**src/dads_pkg.sv**
```systemverilog
// Shared constants and types for the decimal adjust / decrement-skip slice
// ****************************************
// Notes on behaviour
// RULE1: Decimal adjust rewrites accumulator as packed BCD and updates carry.
// RULE2: Software issues decimal adjust right after the addition it corrects.
// RULE3: Software masks interrupts around the addition and decimal adjust pair.
// RULE4: Decrement-skip subtracts one; dest 0 to accumulator, 1 to file register.
// RULE5: Zero result discards the prefetched instruction and runs a no-op slot.
// RULE6: Decrement-skip takes one cycle, or two when the skip is taken.
// RULE7: Add 0x06 if low nibble over nine, 0x60 if high over nine or carry.
// ****************************************
package dads_pkg;
    localparam int DADS_DATA_W = 8;
    localparam logic [3:0] DADS_DIGIT_MAX = 4'h9;
    localparam logic [7:0] DADS_LO_FIX = 8'h06;
    localparam logic [7:0] DADS_HI_FIX = 8'h60;
    localparam logic [7:0] DADS_ONE = 8'h01;
    localparam logic [7:0] DADS_ZERO = 8'h00;
    localparam logic DADS_DEST_ACC = 1'b0;
    localparam logic DADS_DEST_FILE = 1'b1;
    localparam logic [1:0] DADS_OP_NONE = 2'h0;
    localparam logic [1:0] DADS_OP_DADJ = 2'h1;
    localparam logic [1:0] DADS_OP_DSZ = 2'h2;
    localparam int DADS_SKIP_CYCLES = 2;

    typedef enum logic [1:0] {
        DADS_ST_RUN = 2'b01,
        DADS_ST_NOP = 2'b10
    } dads_state_t;
endpackage
```
**src/dads_alu_if.sv**
```systemverilog
// Operand and result bundle between the core and its arithmetic unit
interface dads_alu_if;
    logic [7:0] acc;
    logic carry;
    logic [7:0] file_val;
    logic [7:0] bcd;
    logic bcd_carry;
    logic [7:0] dec;
    logic dec_zero;

    modport core (output acc, output carry, output file_val,
                  input bcd, input bcd_carry, input dec, input dec_zero);
    modport alu (input acc, input carry, input file_val,
                 output bcd, output bcd_carry, output dec, output dec_zero);
endinterface

```
**src/dads_alu.sv**
```systemverilog
// Combinational decimal adjust and decrement unit
module dads_alu
    import dads_pkg::*;
(
    dads_alu_if.alu a
);
    logic [8:0] lo_sum;
    logic [8:0] hi_sum;
    logic [7:0] lo_fix;

    // RULE7 low then high fix
    always_comb begin
        lo_fix = (a.acc[3:0] > DADS_DIGIT_MAX) ? DADS_LO_FIX : DADS_ZERO;
        lo_sum = {1'b0, a.acc} + {1'b0, lo_fix};
        hi_sum = lo_sum;
        if ((lo_sum[7:4] > DADS_DIGIT_MAX) || a.carry || lo_sum[8]) begin
            hi_sum = {1'b0, lo_sum[7:0]} + {1'b0, DADS_HI_FIX};
        end
    end

    assign a.bcd = hi_sum[7:0];
    // Decimal overflow keeps an incoming carry set
    assign a.bcd_carry = hi_sum[8] | lo_sum[8] | a.carry;
    // RULE4 minus one
    assign a.dec = a.file_val - DADS_ONE;
    assign a.dec_zero = (a.file_val == DADS_ONE);
endmodule

```
**src/dads_core.sv**
```systemverilog
// Execution slice for decimal adjust and decrement-skip-if-zero
module dads_core
    import dads_pkg::*;
(
    input wire logic ref_clk,
    input wire logic resetn,
    input wire logic op_valid,
    input wire logic [1:0] op_code,
    input wire logic op_dest,
    input wire logic [7:0] acc_in,
    input wire logic carry_in,
    input wire logic [7:0] file_rdata,
    output logic op_ready,
    output logic acc_we,
    output logic [7:0] acc_wdata,
    output logic file_we,
    output logic [7:0] file_wdata,
    output logic carry_we,
    output logic carry_wdata,
    output logic fetch_flush,
    output logic nop_slot
);
    // ****************************************
    // State
    // ****************************************
    typedef struct packed {
        dads_state_t st;
        logic ready;
        logic acc_we;
        logic [7:0] acc_wdata;
        logic file_we;
        logic [7:0] file_wdata;
        logic carry_we;
        logic carry_wdata;
        logic flush;
        logic nop;
    } dads_regs_t;

    dads_regs_t q_r;
    dads_regs_t q_nxt;
    dads_alu_if alu_bus ();
    logic take;

    assign alu_bus.acc = acc_in;
    assign alu_bus.carry = carry_in;
    assign alu_bus.file_val = file_rdata;

    dads_alu u_alu (
        .a (alu_bus.alu)
    );

    // Request accepted except in the fetch_flush cycle after a zero decrement; the no-op slot that follows accepts again
    assign take = op_valid && q_r.ready;

    // ****************************************
    // Next state
    // ****************************************
    always_comb begin
        q_nxt = q_r;
        q_nxt.acc_we = 1'b0;
        q_nxt.file_we = 1'b0;
        q_nxt.carry_we = 1'b0;
        q_nxt.flush = 1'b0;
        q_nxt.nop = 1'b0;
        q_nxt.ready = 1'b1;
        q_nxt.st = DADS_ST_RUN;
        unique case (q_r.st)
            DADS_ST_RUN: begin
                if (take && op_code == DADS_OP_DADJ) begin
                    // RULE1 write back BCD
                    // Trusts acc_in and carry_in to hold the addition result
                    q_nxt.acc_we = 1'b1;
                    q_nxt.acc_wdata = alu_bus.bcd;
                    q_nxt.carry_we = 1'b1;
                    q_nxt.carry_wdata = alu_bus.bcd_carry;
                end else if (take && op_code == DADS_OP_DSZ) begin
                    // RULE4 destination select
                    if (op_dest == DADS_DEST_ACC) begin
                        q_nxt.acc_we = 1'b1;
                        q_nxt.acc_wdata = alu_bus.dec;
                    end else begin
                        q_nxt.file_we = 1'b1;
                        q_nxt.file_wdata = alu_bus.dec;
                    end
                    // RULE5 discard prefetch on zero
                    if (alu_bus.dec_zero) begin
                        q_nxt.flush = 1'b1;
                        q_nxt.ready = 1'b0;
                        q_nxt.st = DADS_ST_NOP;
                    end
                end
            end
            DADS_ST_NOP: begin
                // RULE6 second cycle is the no-op slot
                q_nxt.nop = 1'b1;
            end
        endcase
    end

    always_ff @(posedge ref_clk) begin
        if (!resetn) begin
            q_r <= '{st: DADS_ST_RUN, ready: 1'b1, acc_wdata: DADS_ZERO,
                     file_wdata: DADS_ZERO, default: 1'b0};
        end else begin
            q_r <= q_nxt;
        end
    end

    // ****************************************
    // Outputs
    // ****************************************
    assign op_ready = q_r.ready;
    assign acc_we = q_r.acc_we;
    assign acc_wdata = q_r.acc_wdata;
    assign file_we = q_r.file_we;
    assign file_wdata = q_r.file_wdata;
    assign carry_we = q_r.carry_we;
    assign carry_wdata = q_r.carry_wdata;
    assign fetch_flush = q_r.flush;
    assign nop_slot = q_r.nop;

    // ****************************************
    // Checks
    // ****************************************
    property p_dadj_write;
        @(posedge ref_clk) disable iff (!resetn)
        (op_valid && op_ready && op_code == DADS_OP_DADJ) |=>
            acc_we && carry_we && !file_we && !fetch_flush;
    endproperty
    a_dadj_write: assert property (p_dadj_write) // RULE1
        else $error("decimal adjust did not write accumulator and carry");

    // Low fix alone: high nibble stays below ten, so no carry
    property p_dadj_value;
        @(posedge ref_clk) disable iff (!resetn)
        (op_valid && op_ready && op_code == DADS_OP_DADJ
         && acc_in == 8'h5A && !carry_in) |=> acc_wdata == 8'h60 && !carry_wdata;
    endproperty
    a_dadj_value: assert property (p_dadj_value) // RULE7
        else $error("decimal adjust of 5A gave wrong result");

    property p_dec_dest;
        @(posedge ref_clk) disable iff (!resetn)
        (op_valid && op_ready && op_code == DADS_OP_DSZ) |=>
            (file_we == $past(op_dest)) && (acc_we != $past(op_dest))
            && ((acc_we ? acc_wdata : file_wdata) == $past(file_rdata) - 8'h01);
    endproperty
    a_dec_dest: assert property (p_dec_dest) // RULE4
        else $error("decrement wrote wrong target or value");

    property p_skip_flush;
        @(posedge ref_clk) disable iff (!resetn)
        (op_valid && op_ready && op_code == DADS_OP_DSZ) |=>
            fetch_flush == ($past(file_rdata) == 8'h01);
    endproperty
    a_skip_flush: assert property (p_skip_flush) // RULE5
        else $error("prefetch flush does not match zero result");

    property p_skip_len;
        @(posedge ref_clk) disable iff (!resetn)
        fetch_flush |-> !op_ready ##1 (nop_slot && op_ready);
    endproperty
    a_skip_len: assert property (p_skip_len) // RULE6
        else $error("skip did not take exactly one extra cycle");

    property p_noskip_len;
        @(posedge ref_clk) disable iff (!resetn)
        (acc_we || file_we) && !fetch_flush |-> op_ready;
    endproperty
    a_noskip_len: assert property (p_noskip_len) // RULE6
        else $error("nonzero decrement stalled the pipeline");
endmodule

```
**config.mk**
```make
export PLATFORM = sky130hd
export DESIGN_NAME = dads_core
export DESIGN_NICKNAME = d
export VERILOG_FILES = /design/src/dads_pkg.sv /design/src/dads_alu_if.sv /design/src/dads_alu.sv /design/src/dads_core.sv
export SDC_FILE = /design/constraint.sdc
export NUM_CORES = 1
export LEC_CHECK = 0
export BUFFER_PORTS_ARGS = -buffer_cell sky130_fd_sc_hd__buf_2
export CORE_MARGIN = 2
export CORE_UTILIZATION = 42
export DETAILED_ROUTE_END_ITERATION = 8
export PLACE_DENSITY = 0.69
export SLEW_MARGIN = 20
export SYNTH_ARGS = -nofsm -noshare
export SYNTH_HDL_FRONTEND = slang
export SYNTH_SLANG_ARGS = --single-unit
```
**constraint.sdc**
```tcl
create_clock -name ref_clk -period 3.2 [get_ports ref_clk]
set_input_delay 0.16 -clock ref_clk [delete_from_list [all_inputs] [get_ports ref_clk]]
set_output_delay 0.16 -clock ref_clk [all_outputs]
set_load 0.02 [all_outputs]
```
==> results of run 1 <==
[layout make-up]
| type | instances | area [um2] |
|---|---|---|
| Fill cell | 318 | 1470 |
| Multi-Input combinational cell | 114 | 826 |
| Sequential cell | 23 | 460 |
| Timing Repair Buffer | 45 | 225 |
| Tap cell | 44 | 55.1 |
| Clock buffer | 4 | 26.3 |
| Inverter | 5 | 18.8 |
[worst paths after layout]
path,slack [ns],to,start
max,1.25,acc_wdata[7],q_r[23]
min reg2reg,0.48,nop_slot,q_r[23]
max reg2reg,1.25,acc_wdata[7],q_r[23]
min,0.09,file_we,op_dest
[placed cells by master, fill, tap and decap left out, types with 3 or more instances in the layout]
cell type / synthesis / layout
sky130_fd_sc_hd__buf_2: 0 / 45
sky130_fd_sc_hd__dfxtp_1: 23 / 23
sky130_fd_sc_hd__nand2_1: 18 / 18
sky130_fd_sc_hd__nor2_1: 12 / 12
sky130_fd_sc_hd__o211a_1: 11 / 11
sky130_fd_sc_hd__inv_1: 5 / 5
sky130_fd_sc_hd__xnor2_1: 5 / 5
sky130_fd_sc_hd__xor2_1: 5 / 5
sky130_fd_sc_hd__a21oi_1: 5 / 5
sky130_fd_sc_hd__and2_1: 5 / 5
sky130_fd_sc_hd__o21ai_0: 5 / 5
sky130_fd_sc_hd__ha_1: 5 / 5
sky130_fd_sc_hd__nor3_1: 4 / 4
sky130_fd_sc_hd__clkbuf_4: 0 / 3
[registers in the layout, summed over array words and instances (netlist names)]
| name | flops |
|---|---|
| file_wdata | 8 |
| q_r | 2 |
| file_we | 1 |
| acc_wdata | 8 |
| acc_we | 1 |
| carry_wdata | 1 |
| carry_we | 1 |
| nop_slot | 1 |
[through the flow]
stage | std cells | power (uW) | utilization, %
final | 235 | 563 | 52.4
after global routing | 235 | 593 | 52.4
after CTS | 235 | 568 | 52.4
after detailed placement | 231 | 438 | 51.5
after global placement | 231 | 434 | 51.5
after floorplan | 150 | 394 | -
[power breakdown]
part | internal, uW | total (uW) | switching (uW)
Sequential | 298 | 303 | 4.94
Clock | 48.6 | 132 | 83.4
Combinational | 51.6 | 128 | 76.8
Total | 398 | 563 | 165
[logic make-up after synthesis]
family / count (synthesis)
simple gates: 58
compound gates: 39
flops: 23
buf+inv: 13
xor+xnor: 10
fa+ha+maj: 5
mux: 2
[worst max-delay path: stages (launching register included)]
cell and delay (ns):
sky130_fd_sc_hd__dfxtp_1 0.40, sky130_fd_sc_hd__nand4b_1 0.14, sky130_fd_sc_hd__or2_2 0.39, sky130_fd_sc_hd__a21oi_4 0.36, sky130_fd_sc_hd__o21ai_0 0.20, sky130_fd_sc_hd__a311oi_1 0.25, sky130_fd_sc_hd__a21oi_1 0.10
[layer usage]
metal / global-route usage [%] / share of wire (%) / vias to the layer above
li1: - / - / 624
met1: 22.4 / 46 / 567
met2: 29.9 / 48 / 30
met3: 4.41 / 5.5 / 2
met4: 3.73 / 0.57 / 0
met5: 0 / 0 / -
==> results, run 1 <==
- The clock tree from TritonCTS is yes.
- In this run the post-CTS setup repair buffer count came out at 0.
- The per-cell routed wire length is 12.7 um.
- Among all flip-flop cells after synthesis, the most frequent one is sky130_fd_sc_hd__dfxtp_1.
- The synthesized netlist devotes 24.2% of its cell area to compound gates.
- In this run the worst path has a maximum fanout of 15.
- The average size of a mapped cell is 9.12 um2.
- The net count of the finished layout is 220.
- The final layout contains routed wiring with a total length of 2980 um.
- The number of antenna violations at the first check in global routing is 0.
- Measured in cells, the most critical reg-to-reg path has a length of 6.
- For the worst-skew pair, the clock arrives at the later sink with an insertion delay of 0.31 ns.
- The number of hold buffers added after cts is 0.
- In this run the deepest clock path goes through 2 buffers.
- The global router's overall resource usage is 17.5%.
- The H-tree level count is 1.
- The number of placement rows is 20.
- The tightest min-delay check is of the primary input to register type.
- The share of synthesized cell area in and, or, nand and nor gates is 23.8%.
- sky130_fd_sc_hd__dfxtp_1 takes more of the synthesized area than any other cell.
- After the first detailed-routing iteration, the DRC count stood at 24.
- The adder and majority cell fraction of the synthesized area is 4.57%.
- STA classifies the critical path endpoint as a register.
- The portion of synthesized cell area occupied by the leading cell type is 33.7%.
- After synthesis the cells add up to 1370 um2.
- The first-pass iteration count of the detailed router is 4.
- The relative max-transition margin is 66.1%.
- The worst-case clock skew is 0.00251 ns.
- Counting instances, the worst hold path has a depth of 2.
- The total cell area at the placement stage is 1590 um2.
- The CTS buffer count is 3.
- The area enclosed by the die boundary is 3730 um2.
- The dominant combinational cell family by area after synthesis is compound AO/OA/AOI/OAI gates.
- 46 I/O pins were placed.
- The antenna cell count is 0.
- The worst path required time is 3.40 ns.
- By area the synthesized netlist is led by sky130_fd_sc_hd__dfxtp_1 (34%), sky130_fd_sc_hd__o211a_1 (8.1%), sky130_fd_sc_hd__nand2_1 (4.9%).
- The tool flagged a number of max-cap violations equal to 0.
- Once the floorplan was initialized, standard cells occupied 44.4% of the core.
- For this run, the top clock speed supported by timing is 514 MHz.
- After detailed routing, the number of remaining DRC violations is 0.
- After routing the design area is 1610 um2.
- From bottom edge to top edge, the die measures 61.1 um.
- The total of endpoints with negative setup slack in the final report is 0.
- The post-synthesis cell type count is 44.
- The pin slew with the least headroom to its limit is 0.509 ns.
- The shortest clock period the worst path allows after layout is 1.95 ns.
- The number of port buffers is 45.
- The cell count after synthesis came out at 150.
- Across all hold checks on the routed design, the worst slack comes to 0.0899 ns.
- In this run, synthesis produced a sequential element count of 23.
- The number of vias in the routed layout is 1223.
- Dividing the final minimum period by the clock period gives 60.8%.
- The most used standard cell by instance count after synthesis is sky130_fd_sc_hd__dfxtp_1.
- Summed over all failing endpoints, the final setup total negative slack is 0 ns.
- The number of failing hold endpoints at the final stage is 0.
- The width of the die is 61.1 um.
- Timing analysis after detailed placement gives a worst setup slack of 0.958 ns.
- The final worst setup slack is 1.25 ns.
- The via count of the first global-routing pass was 1179.
- The leakage power figure is 0.000814 uW.
- The wire length of the first global-routing pass is 4980 um.
- The classification of the worst setup path is register to register.
- The flow ran to the end, and the final reports show no timing, DRC or antenna violations.
- Setup repair after global routing left no endpoint under its margin.
- The critical path startpoint category is a register.
- In the synthesized netlist, the cells that appear most often are sky130_fd_sc_hd__dfxtp_1 (23), sky130_fd_sc_hd__nand2_1 (18), sky130_fd_sc_hd__nor2_1 (12).
- The multiplexer area fraction after synthesis is 1.46%.
- Summed over all nets, the half-perimeter wirelength after detailed placement is 2380 um.
- After Yosys synthesis, XOR and XNOR cells account for 6.40% of the synthesized area.
- Cells with a size suffix above 1 make up 31.4% of the layout.
- The proportion of register bits with asynchronous set or reset after synthesis is 0%.
- The count of cells resized by post-cts repair is 0.
- The final count of pins violating max slew came to 0.
- After synthesis, flip-flops and latches occupy 33.7% of the total area.
- After global routing the overflow that remains totals 0.
- The CTS root buffer is sky130_fd_sc_hd__clkbuf_4.
- Using the TritonRoute via totals, the vias-per-cell ratio works out to 5.20.
- The clock net sink count is 23.
- Clock-pin slew was measured on the worst setup and hold paths at 0.12 ns.
- The global placement routability congestion is 0.857.
- Relative to the synthesized area, the layout overhead comes to 17.8%.
- STA puts the critical path data arrival time at 2.15 ns.
- Power spread over the standard cell area amounts to 349 nW/um2.
- For this run, the number of Yosys warnings is 0.
- Entering global routing, the biggest net connects 23 pins.
- In this run the remaining antenna-violating nets after routing total 0.
- The net count of the mapped netlist is 178.
- Across the VDD grid, the largest voltage drop is 0.187 mV.
- The number of flops mapped to enable cells by yosys is 0.
- In this run the standard cell core region covers 3080 um2.
Power figures use the tool's default switching activity.
==> inputs of run 2 (changes only) <==
Settings changed: ABC_AREA set to 1, PLACE_DENSITY 0.69 to 0.72.
Clock period 3.2 ns to 1.7 ns, I/O delays scaled along.
==> results, run 2 <==
- The post-CTS setup-driven buffer insertion count came to 0 (unchanged).
- The portion of synthesized cell area occupied by the leading cell type is 35.7% (was 33.7%).
- The final worst setup slack came to 0.204 ns (was 1.25 ns).
- The clock edge transition at the registers on the reported setup and hold paths was 0.13 ns (was 0.12 ns).
- The CTS root buffer was sky130_fd_sc_hd__clkbuf_4 (unchanged).
- The proportion of register bits with asynchronous set or reset after synthesis is 0% (unchanged).
- The final count of pins violating max slew came to 0 (unchanged).
- The average via count per standard cell is 4.87 (was 5.20).
- The most instantiated flip-flop cell in the synthesis netlist is sky130_fd_sc_hd__dfxtp_1 (unchanged).
- The arrival time reported for the critical path endpoint came to 1.71 ns (was 2.15 ns).
- The relative max-transition margin is 73.9% (was 66.1%).
- The number of hold buffers added after cts is 0 (unchanged).
- The global placement routability congestion is 0.792 (was 0.857).
- The number of synthesis warnings was 0 (unchanged).
- The I/O pin total is 46 (unchanged).
- The post-layout net count is 264 (was 220).
- The antenna cell count came to 0 (unchanged).
- The number of placement rows came to 20 (unchanged).
- The shortest clock period the worst path allows after layout is 1.50 ns (was 1.95 ns).
- The number of port buffers is 45 (unchanged).
- The worst path required time is 1.91 ns (was 3.40 ns).
- The first-pass iteration count of the detailed router was 4 (unchanged).
- The post-synthesis cell type count is 32 (was 44).
- The detailed-route wire length is 2710 um (was 2980 um).
- Setup repair after global routing missed its margin: no (unchanged).
- The share of layout cells above drive strength 1 is 33.2% (was 31.4%).
- The CTS buffer count was 3 (unchanged).
- The DRC marker count from the first detailed-route iteration was 26 (was 24).
- The most common cell after layout, fill and taps aside was sky130_fd_sc_hd__buf_2 (unchanged).
- The share of synthesized area occupied by flip-flops and latches is 35.7% (was 33.7%).
- The final worst-path cycle share was 88.0% (was 60.8%).
- The global router's overall resource usage is 16.4% (was 17.5%).
- The cell taking the most area after synthesis is sky130_fd_sc_hd__dfxtp_1 (unchanged).
- The number of buffers and inverters on the critical path is 1 (was 0).
- The H-tree level count is 1 (unchanged).
- The worst-path cell with the longest stage delay is sky130_fd_sc_hd__dfxtp_1 (unchanged).
- The via count of the first global-routing pass is 1148 (was 1179).
- The leakage power figure was 0.000867 uW (was 0.000814 uW).
- The number of violations of the max-capacitance limit is 0 (unchanged).
- The critical path capture point type is a register (unchanged).
- The net count of the mapped netlist is 205 (was 178).
- The pin count of the biggest net entering global routing is 19 (was 23).
- The effective utilization at floorplan is 43.3% (was 44.4%).
- The area enclosed by the die boundary is 3530 um2 (was 3730 um2).
- The width of the die is 59.4 um (was 61.1 um).
- The maximum count of clock buffers along a single path is 2 (unchanged).
- The per-cell routed wire length is 10.1 um (was 12.7 um).
- The number of flops mapped to enable cells by yosys is 0 (unchanged).
- The count of mapped cells out of synthesis came to 177 (was 150).
- The critical path startpoint category is a register (unchanged).
- Outcome: finished, final reports clean (unchanged).
- The number of antenna violations at the first check in global routing came to 0 (unchanged).
- The residual antenna-violating net count after detailed routing is 0 (unchanged).
- The average size of a mapped cell is 7.28 um2 (was 9.12 um2).
- Commonest cells after routing, fill and taps aside: sky130_fd_sc_hd__buf_2 (45), sky130_fd_sc_hd__nand2_1 (28), sky130_fd_sc_hd__inv_1 (25), sky130_fd_sc_hd__dfxtp_1 (23), sky130_fd_sc_hd__o21ai_0 (20) (was sky130_fd_sc_hd__buf_2 (45), sky130_fd_sc_hd__dfxtp_1 (23), sky130_fd_sc_hd__nand2_1 (18), sky130_fd_sc_hd__nor2_1 (12), sky130_fd_sc_hd__o211a_1 (11)).
- The core footprint is 2980 um2 (was 3080 um2).
- The minimum hold slack came to 0.00111 ns (was 0.0899 ns).
- The register bit count reported by yosys was 23 (unchanged).
- The kind of cell adding the most delay to the critical path is compound AO/OA/AOI/OAI gates (unchanged).
- The worst setup slack before clock tree synthesis is -0.0865 ns (was 0.958 ns).
- The wire length of the first global-routing pass came to 4470 um (was 4980 um).
- The total congestion overflow after global routing is 0 (unchanged).
- CP Cell Sequence: nand4_1 > nor2_1 > o21ai_1 > inv_2 > o21ai_0 > a21oi_2 (was nand4b_1 > or2_2 > a21oi_4 > o21ai_0 > a311oi_1 > a21oi_1).
- Area contributors post-synth: sky130_fd_sc_hd__dfxtp_1 (36%), sky130_fd_sc_hd__nand2_1 (8.2%), sky130_fd_sc_hd__o21ai_0 (7.8%) (was sky130_fd_sc_hd__dfxtp_1 (34%), sky130_fd_sc_hd__o211a_1 (8.1%), sky130_fd_sc_hd__nand2_1 (4.9%)).
- The number of vias in the routed layout was 1304 (was 1223).
- The pin slew with the least headroom to its limit is 0.389 ns (was 0.509 ns).
- The number of cells traversed by the worst hold path was 2 (unchanged).
- The number of failing hold endpoints at the final stage is 0 (unchanged).
- The area added between synthesis and finish is 28.5% (was 17.8%).
- The most used standard cell by instance count after synthesis is sky130_fd_sc_hd__nand2_1 (was sky130_fd_sc_hd__dfxtp_1).
- The maximum net fanout on the critical path is 14 (was 15).
- The number of cells on the worst reg-to-reg path was 6 (unchanged).
- The worst-case clock skew was 0.00425 ns (was 0.00251 ns).
- The die height is 59.4 um (was 61.1 um).
- The path category of the worst min-delay check is primary input to register (unchanged).
- The count of cells resized by post-cts repair was 0 (unchanged).
- Post-synth top cells: sky130_fd_sc_hd__nand2_1 (28), sky130_fd_sc_hd__inv_1 (25), sky130_fd_sc_hd__dfxtp_1 (23) (was sky130_fd_sc_hd__dfxtp_1 (23), sky130_fd_sc_hd__nand2_1 (18), sky130_fd_sc_hd__nor2_1 (12)).
- The number of logic stages on the critical path including buffering came to 6 (unchanged).
- The largest stage delay on the critical path is 0.36 ns (was 0.40 ns).
- The total of endpoints with negative setup slack in the final report is 0 (unchanged).
- The classification of the worst setup path is register to register (unchanged).
- The detailed placer's ending HPWL is 2210 um (was 2380 um).
- The clock latency at the later pin of the worst-skew pair came to 0.31 ns (about the same).
- The achievable clock frequency was 668 MHz (was 514 MHz).
- The maximum ir drop on the vdd rail was 0.522 mV (was 0.187 mV).
- The clock tree from TritonCTS is yes (unchanged).
- The power density over cell area is 653 nW/um2 (was 349 nW/um2).
- The summed instance area of the synthesized netlist was 1290 um2 (was 1370 um2).
- The clock net sink count is 23 (unchanged).
- The residual DRC count is 0 (unchanged).
==> run 2: final timing paths <==
| check | start | endpoint | slack [ns] |
|---|---|---|---|
| max | q_r[23] | acc_wdata[5] | 0.20 |
| min reg2reg | q_r[24] | nop_slot | 0.50 |
| max reg2reg | q_r[23] | acc_wdata[5] | 0.20 |
| min | file_rdata[0] | file_wdata[0] | 0.001 |
==> run 2: worst register-to-register path, cell delays in order, from the launching register on <==
cell and delay [ns]:
sky130_fd_sc_hd__dfxtp_1 0.36, sky130_fd_sc_hd__nand4_1 0.17, sky130_fd_sc_hd__nor2_1 0.08, sky130_fd_sc_hd__o21ai_1 0.33, sky130_fd_sc_hd__inv_2 0.18, sky130_fd_sc_hd__o21ai_0 0.23
sky130_fd_sc_hd__a21oi_2 0.05
==> run 2: cells by family after synthesis <==
kind of cell | share of synthesized area (%)
flip-flops | 35.7
XOR/XNOR | 4.08
AND/OR/NAND/NOR | 27.9
adder cells (fa/ha/maj) | 4.85
buffers and inverters | 8.83
AO/OA/AOI/OAI | 18.6
==> run 2: per-stage QoR <==
step | setup TNS, ns | cell area, um2 | instances | utilization [%] | power, uW
after global routing | 0 | 1660 | 268 | 55.6 | 1140
after detailed placement | -0.287 | 1630 | 264 | 54.7 | 844
after CTS | 0 | 1660 | 268 | 55.6 | 1090
final | 0 | 1660 | 268 | 55.6 | 1080
after floorplan | 0 | 1290 | 177 | - | 739
after global placement | -0.0674 | 1630 | 264 | 54.7 | 842
==> run 2: layout make-up <==
class | count | area, um2
Clock buffer | 3 | 22.5
Clock inverter | 1 | 5.00
Fill cell | 291 | 1320
Inverter | 26 | 97.6
Multi-Input combinational cell | 125 | 714
Sequential cell | 23 | 460
Tap cell | 33 | 41.3
Timing Repair Buffer | 57 | 315
==> run 2: power by group <==
part	internal [uW]	total, uW	switching, uW
sequential	561	570	9.09
combinational	105	260	155
clock	87.9	252	164
==> run 2: per-layer routing <==
metal / share of wire, % / vias to the layer above / track usage, %
li1: - / 699 / -
met4: 0.55 / 0 / 3.57
met1: 45 / 567 / 20.1
met5: 0 / - / 0
met2: 47 / 36 / 28.1
met3: 6.8 / 2 / 4.80
==> inputs of run 3 (changes only) <==
Clock period 1.7 ns to 1.37 ns, I/O delays scaled along.
==> results, run 3 (same netlist as run 2, synthesis figures left out) <==
- The number of failing hold endpoints at the final stage is 0 (unchanged).
- The number of vias in the routed layout is 1356 (was 1304).
- The via count of the first global-routing pass was 1188 (was 1148).
- The wire length of the first global-routing pass came to 5000 um (was 4470 um).
- The sequential cell area is 462 um2 (was 460 um2).
- The kind of cell adding the most delay to the critical path is simple AND/OR/NAND/NOR gates (was compound AO/OA/AOI/OAI gates).
- The clock edge transition at the registers on the reported setup and hold paths is 0.12 ns (was 0.13 ns).
- The width of the die is 59.4 um (unchanged).
- The total cell area at the placement stage is 1730 um2 (was 1630 um2).
- The arrival time reported for the critical path endpoint is 1.54 ns (was 1.71 ns).
- The clock net sink count came to 23 (unchanged).
- The clock latency at the later pin of the worst-skew pair was 0.31 ns (about the same).
- The global-route layer with the greatest usage is met2 (unchanged).
- The average via count per standard cell is 4.91 (was 4.87).
- The clock tree from TritonCTS is yes (unchanged).
- The final cell utilization of the core is 62.8% (was 55.6%).
- The maximum ir drop on the vdd rail is 0.687 mV (was 0.522 mV).
- The global router's overall resource usage is 18.3% (was 16.4%).
- The CTS buffer count came to 3 (unchanged).
- CP Cell Sequence: nand4_1 > nor2_2 > o21ai_1 > buf_4 > a221oi_1 > nor2_1 (was nand4_1 > nor2_1 > o21ai_1 > inv_2 > o21ai_0 > a21oi_2).
- The DRC marker count from the first detailed-route iteration is 34 (was 26).
- The fraction of met3 tracks used by global routing was 5.02% (was 4.80%).
- The antenna cell count is 0 (unchanged).
- The H-tree level count is 1 (unchanged).
- The critical path capture point type is a register (unchanged).
- The I/O pin total was 46 (unchanged).
- The area enclosed by the die boundary came to 3530 um2 (unchanged).
- The residual DRC count is 0 (unchanged).
- Setup repair after global routing missed its margin: yes (was no).
- The classification of the worst setup path was register to register (unchanged).
- The path category of the worst min-delay check is primary input to register (unchanged).
- The detailed placer's ending HPWL was 2440 um (was 2210 um).
- The total of endpoints with negative setup slack in the final report is 0 (unchanged).
- The global placement routability congestion is 0.755 (was 0.792).
- The area added between synthesis and finish is 45.0% (was 28.5%).
- The effective utilization at floorplan is 43.3% (unchanged).
- The worst path required time is 1.57 ns (was 1.91 ns).
- The total power came to 1410 uW (was 1080 uW).
- The number of cells after detailed placement is 268 (was 264).
- The number of port buffers is 45 (unchanged).
- The detailed-route wire length was 3100 um (was 2710 um).
- The first-pass iteration count of the detailed router is 4 (unchanged).
- The final count of pins violating max slew is 0 (unchanged).
- The maximum net fanout on the critical path is 3 (was 14).
- The pin slew with the least headroom to its limit is 0.357 ns (was 0.389 ns).
- The worst-path cell with the longest stage delay was sky130_fd_sc_hd__dfxtp_2 (was sky130_fd_sc_hd__dfxtp_1).
- The pin count of the biggest net entering global routing is 17 (was 19).
- The residual antenna-violating net count after detailed routing came to 0 (unchanged).
- The post-route cell area is 1870 um2 (was 1660 um2).
- The number of antenna violations at the first check in global routing is 0 (unchanged).
- The met1 demand-to-capacity share in global routing came to 23.3% (was 20.1%).
- The minimum hold slack is 0.0394 ns (was 0.00111 ns).
- The achievable clock frequency came to 750 MHz (was 668 MHz).
- The CTS root buffer is sky130_fd_sc_hd__clkbuf_4 (unchanged).
- The largest stage delay on the critical path is 0.35 ns (was 0.36 ns).
- The multi-input combinational cell area is 822 um2 (was 714 um2).
- The critical path startpoint category is a register (unchanged).
- The number of violations of the max-capacitance limit is 0 (unchanged).
- Outcome: finished, final reports clean (unchanged).
- The relative max-transition margin is 76.0% (was 73.9%).
- The final cell count without fillers is 276 (was 268).
- The number of buffers and inverters on the critical path is 1 (unchanged).
- The per-cell routed wire length is 11.2 um (was 10.1 um).
- The share of layout cells above drive strength 1 is 42.4% (was 33.2%).
- The final worst-path cycle share is 97.3% (was 88.0%).
- The power density over cell area is 753 nW/um2 (was 653 nW/um2).
- The die height is 59.4 um (unchanged).
- The shortest clock period the worst path allows after layout is 1.33 ns (was 1.50 ns).
- Commonest cells after routing, fill and taps aside: sky130_fd_sc_hd__buf_2 (42), sky130_fd_sc_hd__inv_1 (23), sky130_fd_sc_hd__nand2_1 (23), sky130_fd_sc_hd__dfxtp_1 (22), sky130_fd_sc_hd__o21ai_0 (19) (was sky130_fd_sc_hd__buf_2 (45), sky130_fd_sc_hd__nand2_1 (28), sky130_fd_sc_hd__inv_1 (25), sky130_fd_sc_hd__dfxtp_1 (23), sky130_fd_sc_hd__o21ai_0 (20)).
- The core footprint is 2980 um2 (unchanged).
- The met2 usage is 31.1% (was 28.1%).
- The maximum count of clock buffers along a single path was 2 (unchanged).
- The fill cell instance count of the final layout is 262 (was 291).
- The leakage power figure came to 0.000927 uW (was 0.000867 uW).
- The worst-case clock skew is 0.00342 ns (was 0.00425 ns).
- The post-layout net count is 272 (was 264).
- The number of placement rows is 20 (unchanged).
- The total congestion overflow after global routing is 0 (unchanged).
- The most common cell after layout, fill and taps aside is sky130_fd_sc_hd__buf_2 (unchanged).
[run 3: cell types whose count changed in the layout (fill, tap and decap cells not counted), sizes merged]
cell	delta
buf	+7
clkbuf	+1
clkinv	-1
dlygate4sd3	+1
[run 3: cell type report]
class                   count  share of cell area (%)
multi-input cells         125                    44.0
flip-flops and latches     23                    24.7
repair buffers             65                    22.5
inverters                  26                    5.22
well taps                  33                    2.21
clock buffers               4                    1.41
[run 3: where the power goes]
group | total, uW | internal, uW | switching (uW)
Sequential | 708 | 696 | 11.9
Combinational | 393 | 172 | 222
Clock | 306 | 114 | 193
Total | 1410 | 981 | 426
[run 3: path summary, 6_finish.rpt]
kind | startpoint | endpoint | slack [ns] | cells past startpoint
worst min-delay path | acc_in[0] | acc_wdata[0] | 0.04 | 3
worst max register to register | q_r[23] | acc_wdata[0] | 0.04 | 6
worst min register to register | q_r[24] | nop_slot | 0.50 | 2
worst max-delay path | q_r[23] | acc_wdata[0] | 0.04 | 6
[run 3: through the flow]
| step | worst slack, ns | TNS [ns] |
|---|---|---|
| 3_5_place_dp | -0.352 | -1.27 |
| 6_report | 0.0370 | 0 |
| 5_1_grt | -0.0607 | -0.365 |
| 2_1_floorplan | -0.0580 | -0.0796 |
| 4_1_cts | 0.00665 | 0 |
| 3_3_place_gp | -0.284 | -1.02 |
[run 3: timing repair]
item,in CTS,in global routing
pin swaps,1,14
hold buffers,1,0
gates resized for setup,1,25
hold endpoints to repair,1,0
setup endpoints to repair,1,16
setup buffers,0,2
gates cloned,0,1
[run 3: worst register-to-register path, delay by kind of cell, from the launching register on]
family	cells	cell delay, ns
AND/OR/NAND/NOR	3	0.36
AO/OA/AOI/OAI	2	0.36
flip-flops	1	0.35
buffers and inverters	1	0.17
[run 3: layer usage]
layer  vias to the layer above  share of wire (%)
met4                         0               0.39
met2                        33                 49
li1                        717                  -
met1                       604                 45
met5                         -                  0
met3                         2                4.6
